File: src/verilog/drive_params.svh
/*
 Named constants for the drive enable and fault supervisor.
 Assumes it is included by the package and by every design module.
*/
`ifndef DRIVE_PARAMS_SVH
`define DRIVE_PARAMS_SVH

// Fault sources and the codes shown on the front display.
`define FAULT_NUM 16
`define FAULT_IDX_W 4
`define FAULT_IDX_LAST 4'hf
`define CODE_W 16
// Arbitrary base for display codes; source n shows base plus n.
`define FAULT_CODE_BASE 16'h01f5

// Fault history geometry.
`define HIST_DEPTH 50
`define HIST_PTR_W 6
`define HIST_FULL 6'd50
`define HIST_LAST 6'd49
`define HIST_ZERO 6'd0
`define HIST_ONE 6'd1
`define STAMP_W 32
`define STAMP_ONE 32'h1

// Register map.
`define ADDR_W 12
`define DATA_W 32
`define HWEN_MODE_ADDR 12'h104
`define HWEN_MODE_RESET 1'b0
`define HWEN_MODE_CLEARS 1'b0
`define HWEN_MODE_KEEPS 1'b1

// Command source setting.
`define SRC_W 4
`define CMD_SOURCE_NO_FIELDBUS 4'h1

`endif

File: src/verilog/drive_pkg.sv
/*
 Types shared by the supervisor and its edge detector.
 Assumes drive_params.svh is reachable on the include path.
*/
`include "drive_params.svh"

package drive_pkg;

	// Host commands on the command port.
	typedef enum logic [2:0]
	{
		CMD_NONE = 3'h0,
		CMD_SW_ENABLE = 3'h1,
		CMD_SW_DISABLE = 3'h2,
		CMD_FAULT_CLEAR = 3'h3,
		CMD_HIST_CLEAR = 3'h4,
		CMD_FAULT_LIST = 3'h5,
		CMD_HIST_READ = 3'h6
	} cmd_t;

	// Read engine states, Gray coded along idle, faults, history.
	typedef enum logic [1:0]
	{
		RD_IDLE = 2'b00,
		RD_FAULTS = 2'b01,
		RD_HIST = 2'b11
	} rd_state_t;

	typedef struct packed
	{
		logic s1;
		logic s2;
		logic prev;
		logic rise;
	} edge_state_t;

	typedef struct packed
	{
		logic boot_done;
		logic sw_enable;
		logic drive_active;
		logic hw_mode;
		logic [`FAULT_NUM-1:0] active;
		logic [`FAULT_NUM-1:0] snap;
		logic [`HIST_PTR_W-1:0] wr_ptr;
		logic [`HIST_PTR_W-1:0] count;
		logic [`STAMP_W-1:0] stamp;
		rd_state_t rd_state;
		logic [`FAULT_IDX_W-1:0] scan_idx;
		logic [`HIST_PTR_W-1:0] rd_ptr;
		logic [`HIST_PTR_W-1:0] rd_left;
		logic rsp_valid;
		logic [`CODE_W-1:0] rsp_code;
		logic [`STAMP_W-1:0] rsp_stamp;
		logic rsp_last;
		logic rsp_none;
		logic reg_rvalid;
		logic [`DATA_W-1:0] reg_rdata;
	} sup_state_t;

endpackage

File: src/verilog/drive_enable_fault_supervisor.sv
/*
 Enable and fault supervisor for one drive axis: software and hardware
 enable, active fault list, time-stamped fault history, mode register.
 Assumes fault_in, command and register inputs are synchronous to clk.
*/
`include "drive_params.svh"

// Notes on behaviour
// - After reset, load software enable from default unless source is 1.
// - Keep the last 50 faults, each with display code and time stamp.
// - The clear-history command empties the fault history.
// - A fault-list read reports every active fault with its display code.
// - Clear-faults, or disable followed by enable, clears active faults.
// - A fault-list read with nothing active reports a no-faults indication.
// - Mode 0: hardware enable rising edge clears faults; mode 1: it does not.
// - The hardware enable level always gates whether the drive is active.
// - An enable command while software enable is low clears faults.
module drive_enable_fault_supervisor
(
	input wire logic clk,
	input wire logic resetn,
	input wire logic hw_enable_in,
	input wire logic default_sw_enable,
	input wire logic [`SRC_W-1:0] command_source_select,
	input wire logic [`FAULT_NUM-1:0] fault_in,
	input wire logic cmd_valid,
	input wire drive_pkg::cmd_t cmd_code,
	input wire logic reg_wr,
	input wire logic reg_rd,
	input wire logic [`ADDR_W-1:0] reg_addr,
	input wire logic [`DATA_W-1:0] reg_wdata,
	output logic [`DATA_W-1:0] reg_rdata,
	output logic reg_rvalid,
	output logic sw_enable_state,
	output logic drive_active,
	output logic [`FAULT_NUM-1:0] active_faults,
	output logic [`HIST_PTR_W-1:0] history_count,
	output logic rsp_valid,
	output logic [`CODE_W-1:0] rsp_code,
	output logic [`STAMP_W-1:0] rsp_stamp,
	output logic rsp_last,
	output logic rsp_none
);
	import drive_pkg::*;

	drive_pkg::sup_state_t s;
	drive_pkg::sup_state_t n;
	logic [`CODE_W-1:0] hist_code [0:`HIST_DEPTH-1];
	logic [`STAMP_W-1:0] hist_stamp [0:`HIST_DEPTH-1];
	logic hw_level;
	logic hw_rise;
	logic [`FAULT_NUM-1:0] new_faults;
	logic log_en;
	logic hist_clr;
	logic [`FAULT_IDX_W-1:0] log_idx;

	// Display code of a fault source.
	function automatic logic [`CODE_W-1:0] fault_code(
		input logic [`FAULT_IDX_W-1:0] idx);
		fault_code = `FAULT_CODE_BASE + `CODE_W'(idx);
	endfunction

	// History pointer step forward with wrap.
	function automatic logic [`HIST_PTR_W-1:0] ptr_inc(
		input logic [`HIST_PTR_W-1:0] p);
		ptr_inc = (p == `HIST_LAST) ? `HIST_ZERO : p + `HIST_ONE;
	endfunction

	// History pointer step back with wrap.
	function automatic logic [`HIST_PTR_W-1:0] ptr_dec(
		input logic [`HIST_PTR_W-1:0] p);
		ptr_dec = (p == `HIST_ZERO) ? `HIST_LAST : p - `HIST_ONE;
	endfunction

	// Lowest set bit of a fault vector.
	function automatic logic [`FAULT_IDX_W-1:0] first_set(
		input logic [`FAULT_NUM-1:0] v);
		first_set = '0;
		for (int i = `FAULT_NUM - 1; i >= 0; i--)
			if (v[i])
				first_set = `FAULT_IDX_W'(i);
	endfunction

	enable_edge_detect u_hw_edge
	(
		.clk(clk),
		.resetn(resetn),
		.din(hw_enable_in),
		.level(hw_level),
		.rise(hw_rise)
	);

	// New faults are the ones rising this cycle; only one is logged per
	// cycle, so simultaneous onsets keep only the lowest source in history.
	assign new_faults = fault_in & ~s.active;
	assign log_en = |new_faults;
	assign log_idx = first_set(new_faults);
	assign hist_clr = cmd_valid && (cmd_code == CMD_HIST_CLEAR);

	// Next-state logic for the whole supervisor.
	always_comb
	begin
		logic clear_all;
		clear_all = 1'b0;
		n = s;
		n.stamp = s.stamp + `STAMP_ONE;
		n.rsp_valid = 1'b0;
		n.rsp_last = 1'b0;
		n.rsp_none = 1'b0;
		n.reg_rvalid = 1'b0;
		if (!s.boot_done)
		begin
			n.boot_done = 1'b1;
			if (command_source_select != `CMD_SOURCE_NO_FIELDBUS)
				n.sw_enable = default_sw_enable;
		end
		if (cmd_valid)
		begin
			case (cmd_code)
				CMD_SW_ENABLE:
				begin
					if (!s.sw_enable)
						clear_all = 1'b1;
					n.sw_enable = 1'b1;
				end
				CMD_SW_DISABLE:
					n.sw_enable = 1'b0;
				CMD_FAULT_CLEAR:
					clear_all = 1'b1;
				CMD_FAULT_LIST:
				begin
					if (s.rd_state == RD_IDLE)
					begin
						if (s.active == '0)
						begin
							n.rsp_valid = 1'b1;
							n.rsp_none = 1'b1;
							n.rsp_last = 1'b1;
						end
						else
						begin
							n.snap = s.active;
							n.scan_idx = '0;
							n.rd_state = RD_FAULTS;
						end
					end
				end
				CMD_HIST_READ:
				begin
					if (s.rd_state == RD_IDLE)
					begin
						if (s.count == `HIST_ZERO)
						begin
							n.rsp_valid = 1'b1;
							n.rsp_none = 1'b1;
							n.rsp_last = 1'b1;
						end
						else
						begin
							n.rd_ptr = ptr_dec(s.wr_ptr);
							n.rd_left = s.count;
							n.rd_state = RD_HIST;
						end
					end
				end
				default:
					n.sw_enable = s.sw_enable;
			endcase
		end
		if (hw_rise && (s.hw_mode == `HWEN_MODE_CLEARS))
			clear_all = 1'b1;
		// A fault present in the clearing cycle survives: set wins.
		n.active = (clear_all ? '0 : s.active) | fault_in;
		n.drive_active = hw_level & n.sw_enable & ~(|n.active);
		if (hist_clr)
		begin
			n.count = log_en ? `HIST_ONE : `HIST_ZERO;
			if (s.rd_state == RD_HIST)
				n.rd_state = RD_IDLE;
		end
		else if (log_en && (s.count != `HIST_FULL))
			n.count = s.count + `HIST_ONE;
		if (log_en)
			n.wr_ptr = ptr_inc(s.wr_ptr);
		// Read engine emits at most one entry per cycle; a fault-list read steps one source per cycle.
		case (s.rd_state)
			// A new fault-list read scans from source 0; the old index
			// would skip the sources below where the last scan stopped.
			RD_IDLE:
				n.scan_idx = (n.rd_state == RD_FAULTS) ?
					'0 : s.scan_idx;
			RD_FAULTS:
			begin
				if (s.snap[s.scan_idx])
				begin
					n.rsp_valid = 1'b1;
					n.rsp_code = fault_code(s.scan_idx);
					n.rsp_stamp = '0;
					n.rsp_last = ((s.snap >> s.scan_idx) >> 1) == '0;
					if (n.rsp_last)
						n.rd_state = RD_IDLE;
				end
				n.scan_idx = s.scan_idx + `FAULT_IDX_W'(1);
			end
			RD_HIST:
			begin
				if (!hist_clr)
				begin
					n.rsp_valid = 1'b1;
					n.rsp_code = hist_code[s.rd_ptr];
					n.rsp_stamp = hist_stamp[s.rd_ptr];
					n.rsp_last = (s.rd_left == `HIST_ONE);
					n.rd_left = s.rd_left - `HIST_ONE;
					n.rd_ptr = ptr_dec(s.rd_ptr);
					if (n.rsp_last)
						n.rd_state = RD_IDLE;
				end
			end
			default:
				n.rd_state = RD_IDLE;
		endcase
		// Mode register; only bit 0 is stored, the rest read as zero.
		if (reg_wr && (reg_addr == `HWEN_MODE_ADDR))
			n.hw_mode = reg_wdata[0];
		if (reg_rd)
		begin
			n.reg_rvalid = 1'b1;
			n.reg_rdata = (reg_addr == `HWEN_MODE_ADDR) ?
				`DATA_W'(s.hw_mode) : '0;
		end
	end

	// State register with defined reset values.
	always_ff @(posedge clk or negedge resetn)
	begin
		if (!resetn)
		begin
			s <= '0;
			s.hw_mode <= `HWEN_MODE_RESET;
		end
		else
			s <= n;
	end

	always_ff @(posedge clk)
	begin
		if (log_en)
		begin
			hist_code[s.wr_ptr] <= fault_code(log_idx);
			hist_stamp[s.wr_ptr] <= s.stamp;
		end
	end

	assign reg_rdata = s.reg_rdata;
	assign reg_rvalid = s.reg_rvalid;
	assign sw_enable_state = s.sw_enable;
	assign drive_active = s.drive_active;
	assign active_faults = s.active;
	assign history_count = s.count;
	assign rsp_valid = s.rsp_valid;
	assign rsp_code = s.rsp_code;
	assign rsp_stamp = s.rsp_stamp;
	assign rsp_last = s.rsp_last;
	assign rsp_none = s.rsp_none;
endmodule

File: src/verilog/enable_edge_detect.sv
/*
 Two-stage synchroniser and rising-edge detector for the hardware enable.
 Assumes din may change at any time relative to clk.
*/
`include "drive_params.svh"

module enable_edge_detect
(
	input wire logic clk,
	input wire logic resetn,
	input wire logic din,
	output logic level,
	output logic rise
);
	import drive_pkg::*;

	drive_pkg::edge_state_t s_reg;
	drive_pkg::edge_state_t s_next;

	// Only the second stage looks at the first; level and rise stay aligned.
	always_comb
	begin
		s_next = s_reg;
		s_next.s1 = din;
		s_next.s2 = s_reg.s1;
		s_next.prev = s_reg.s2;
		s_next.rise = s_reg.s2 & ~s_reg.prev;
	end

	// State register.
	always_ff @(posedge clk or negedge resetn)
	begin
		if (!resetn)
			s_reg <= '0;
		else
			s_reg <= s_next;
	end

	assign level = s_reg.prev;
	assign rise = s_reg.rise;

endmodule

File: config.mk
export PLATFORM = sky130hd
export DESIGN_NAME = drive_enable_fault_supervisor
export DESIGN_NICKNAME = d
export VERILOG_FILES = /design/src/verilog/drive_pkg.sv /design/src/verilog/drive_enable_fault_supervisor.sv /design/src/verilog/enable_edge_detect.sv
export VERILOG_INCLUDE_DIRS = /design/src /design/src/verilog
export SDC_FILE = /design/constraint.sdc
export NUM_CORES = 2
export LEC_CHECK = 0
export ABC_AREA = 0
export BUFFER_PORTS_ARGS = -buffer_cell sky130_fd_sc_hd__buf_2
export CAP_MARGIN = 20
export CORE_ASPECT_RATIO = 1.75
export CORE_UTILIZATION = 50
export DETAILED_ROUTE_END_ITERATION = 12
export PLACE_DENSITY = 0.68
export SYNTH_ARGS = -nofsm -noshare
export SYNTH_HDL_FRONTEND = slang
export SYNTH_SLANG_ARGS = --single-unit
File: constraint.sdc
create_clock -name clk -period 5.2 [get_ports clk]
set_clock_uncertainty 0.1 [all_clocks]
set_input_delay 0.26 -clock clk [delete_from_list [all_inputs] [get_ports clk]]
set_output_delay 0.26 -clock clk [all_outputs]
set_load 0.02 [all_outputs]
==> metrics.md <==
| Metric | Value |
|---|---|
| Initial antenna violation count | 4 |
| Worst Max-Slew Pin Slew | 1.08 ns |
| RSZ-0062 raised after global routing | no |
| Avg Synthesized Cell Area | 20.3 sq um |
| Clk buf depth | 4 |
| Crit path launch type | register |
| CP peak stage delay | 1.02 ns |
| Post-CTS sizing | 0 |
| Worst skew pair latency | 0.84 ns |
| Core Rows | 198 |
| Initial core utilization | 0.505 |
| Worst Slack Setup Final | 1.10 ns |
| Die W | 312 um |
| Critical Path Most Common Cell | buf_4 |
| 1st-iter DRT viols | 5135 |
| Async set or reset register ratio after synthesis | 0.0685 |
| CTS buffer count | 186 |
| Worst setup path start | active_faults[13] |
| Setup TNS | 0 ns |
| Cell Pwr Density | 483 nW/um^2 |
| Cell chain of the critical path | nand2b_1 > nand4_1 > nor4_1 > buf_4 > nor2_1 > nand3_1 > nor2_4 > buf_4 |
| Fill count | 12100 |
| Largest net degree at the start of global routing | 116 |
| CTS tree | done |
| Reg2reg end | hist_stamp[4][0] |
| Drt wl/cell | 32.2 um |
| Critical Path RT | 5.54 ns |
| Area grow syn2layout | 11.6% |
| Crit. End Element | register |
| Relative slew slack | 0.278 |
| Worst reg-to-reg setup slack | 1.10 ns |
| Most Crowded Layer GR | met2 |
| Seq/Total Area, Yosys | 0.757 |
| Buffers on Ports | 113 |
| Max cap viols | 0 |
| Critical path destination | hist_stamp[4][0] |
| Critical path's top delay family | simple AND/OR/NAND/NOR gates |
| Main synth FF type | edfxtp_1 |
| Grt ovf | 0 |
| R2R Path Start | active_faults[13] |
| Syn. warnings | 0 |
| Pwr Total | 45.4 mW |
| First-pass GRT wire length | 309000 um |
| Synth cell types | 74 |
| Commonest cells after routing, fill and taps aside | edfxtp_1 (2000), mux4_2 (439), mux2i_1 (202), clkbuf_16 (187), nand2_1 (171) |
| DRT Wirelength | 217000 um |
| Commonest non-fill, non-tap cell in the layout | edfxtp_1 |
| First-pass detailed-route iteration total | 5 |
| Worst vdd ir | 0.300 mV |
| Gp weighted congestion | 0.853 |
| Clock sink total | 2147 |
| Reg2reg path depth | 8 |
| CP max stage cell | nor2_4 |
| Non-filler cells, final | 6741 |
| GR Layer Usage met2 | 0.460 |
| FF+latch count, synth | 2147 |
| Final HPWL DP | about 130000 um |
| Post-synthesis cell count | 4154 |
| Final Max Tran Viols | 0 |
| Min-delay worst type | primary input to register |
| Period minus WS final | roughly 4.1 ns |
| Clk slew on worst S/H paths | around 0.06 ns |
| WP data arrival | 4.45 ns |
| H-tree Lvls | 4 |
| GR Util met1 | 0.308 |
| Die height | 545 um |
| Status | finished clean |
| Setup WS pre-CTS | ~1.2 ns |
| I/O Pins | 182 |
| Final ANT Viol Nets | 0 |
| Clk root buf | clkbuf_16 |
| Final hold violations | 0 |
| Global-route usage over all layers | 0.256 |
| Critical path peak fanout | 21 |
| Met3 GRT Util | 0.0319 |
| Final Net Count | 4489 |
| Pleak | roughly 31 nW |
| Period utilisation layout | 0.789 |
| Post-synth EDFFs | 2000 |
| CP bufs+invs | 2 |
| Max frequency | between 200 and 250 MHz |
| Placeable Area | 167000 sq um |
| Via Count | 42800 |
| Die ar. | 170000 sq um |
| Residual DRC | 0 |
| Critical setup path kind | register to register |
| Vias per inst | 6.35 |
| Max reg flops | 1600 |
| Vias in the first global route | between 40000 and 50000 |
| # placed instances | between 6000 and 7000 |
| Layout cells sized above 1 | 0.241 |
| Finish-stage setup viols | 0 |
| Synthesized area | 84200 sq um |
| Critical Path Stages | 8 |
[repair_timing]
| action | 4_1_cts | 5_1_grt |
|---|---|---|
| buffers inserted | 0 | 0 |
| hold endpoints to repair | 179 | 0 |
| hold buffers | 43 | 0 |
[cells in the mapped netlist (33+ instances only)]
| library cell | n | area (sq um) |
|---|---|---|
| edfxtp_1 | 2000 | 60100 |
| mux4_2 | 439 | 9890 |
| mux2i_1 | 202 | 2020 |
| nand2_1 | 172 | 646 |
| dfrtp_1 | 147 | 3680 |
| nor2_1 | 139 | 522 |
| buf_4 | 133 | 998 |
| clkbuf_1 | 86 | 323 |
| nand3_1 | 60 | 300 |
| buf_2 | 59 | 295 |
| a22oi_1 | 53 | 398 |
| a211oi_1 | 45 | 338 |
| mux2_2 | 38 | 428 |
| o21ai_0 | 38 | 190 |
| o221ai_1 | 38 | 333 |
| a221oi_1 | 33 | 289 |
| o22ai_1 | 33 | 206 |
[worst min-delay path by stage]
stage,start,to,slack [ns],cells past startpoint
after floorplan,resetn,active_faults[0],-0.14,0
after global placement,resetn,s[158],0.21,1
after detailed placement,resetn,s[156],0.21,1
after CTS,fault_in[11],active_faults[11],0.04,3
after global routing,fault_in[13],active_faults[13],0.07,3
final,fault_in[11],active_faults[11],0.09,3
[kinds of logic (layout without fill, tap and decap cells)]
group	count (synthesis)	after routing	share of synthesized area
fa+ha+maj	16	16	0.00238
buf+inv	340	689	0.0246
compound gates	394	394	0.0348
other cells	2	40	0.0000892
flops	2147	2147	0.757
simple gates	532	532	0.0298
xor+xnor	44	44	0.00458
mux	679	679	0.147
[power breakdown]
part           internal [mW]  switching [mW]  total, mW
Clock                   7.20            6.07       13.3
Combinational           4.55            6.92       11.5
Sequential              19.8           0.814       20.7
[worst register-to-register path: stages, from the launching register on]
cell	delay [ns]
dfrtp_1	0.43
nand2b_1	0.22
nand4_1	0.23
nor4_1	0.15
buf_4	0.19
nor2_1	0.20
nand3_1	0.50
nor2_4	1.02
buf_4	0.64
[layer usage]
metal,vias to the layer above,share of wire
met5,-,0
met4,0,0.052
met3,557,0.069
met2,2169,0.53
met1,22700,0.35
li1,17400,-
[per-stage QoR]
step	cell area (sq um)	hold slack [ns]	utilization
6_report	93900	0.0861	0.563
5_1_grt	93900	0.0694	0.563
4_1_cts	93900	0.0427	0.563
3_5_place_dp	87800	0.210	0.527
3_3_place_gp	87700	0.207	0.526
2_1_floorplan	84300	-0.136	-
[layout make-up]
type	count	area (sq um)	area share
flip-flops and latches	2147	63800	0.679
multi-input cells	1703	18900	0.201
clock buffers	247	4940	0.0526
repair buffers	341	2790	0.0297
well taps	2200	2750	0.0293
clock inverters	81	698	0.00743
inverters	20	75.1	0.000799
diodes	2	5.00	0.0000533
Power figures use the tool's default switching activity.
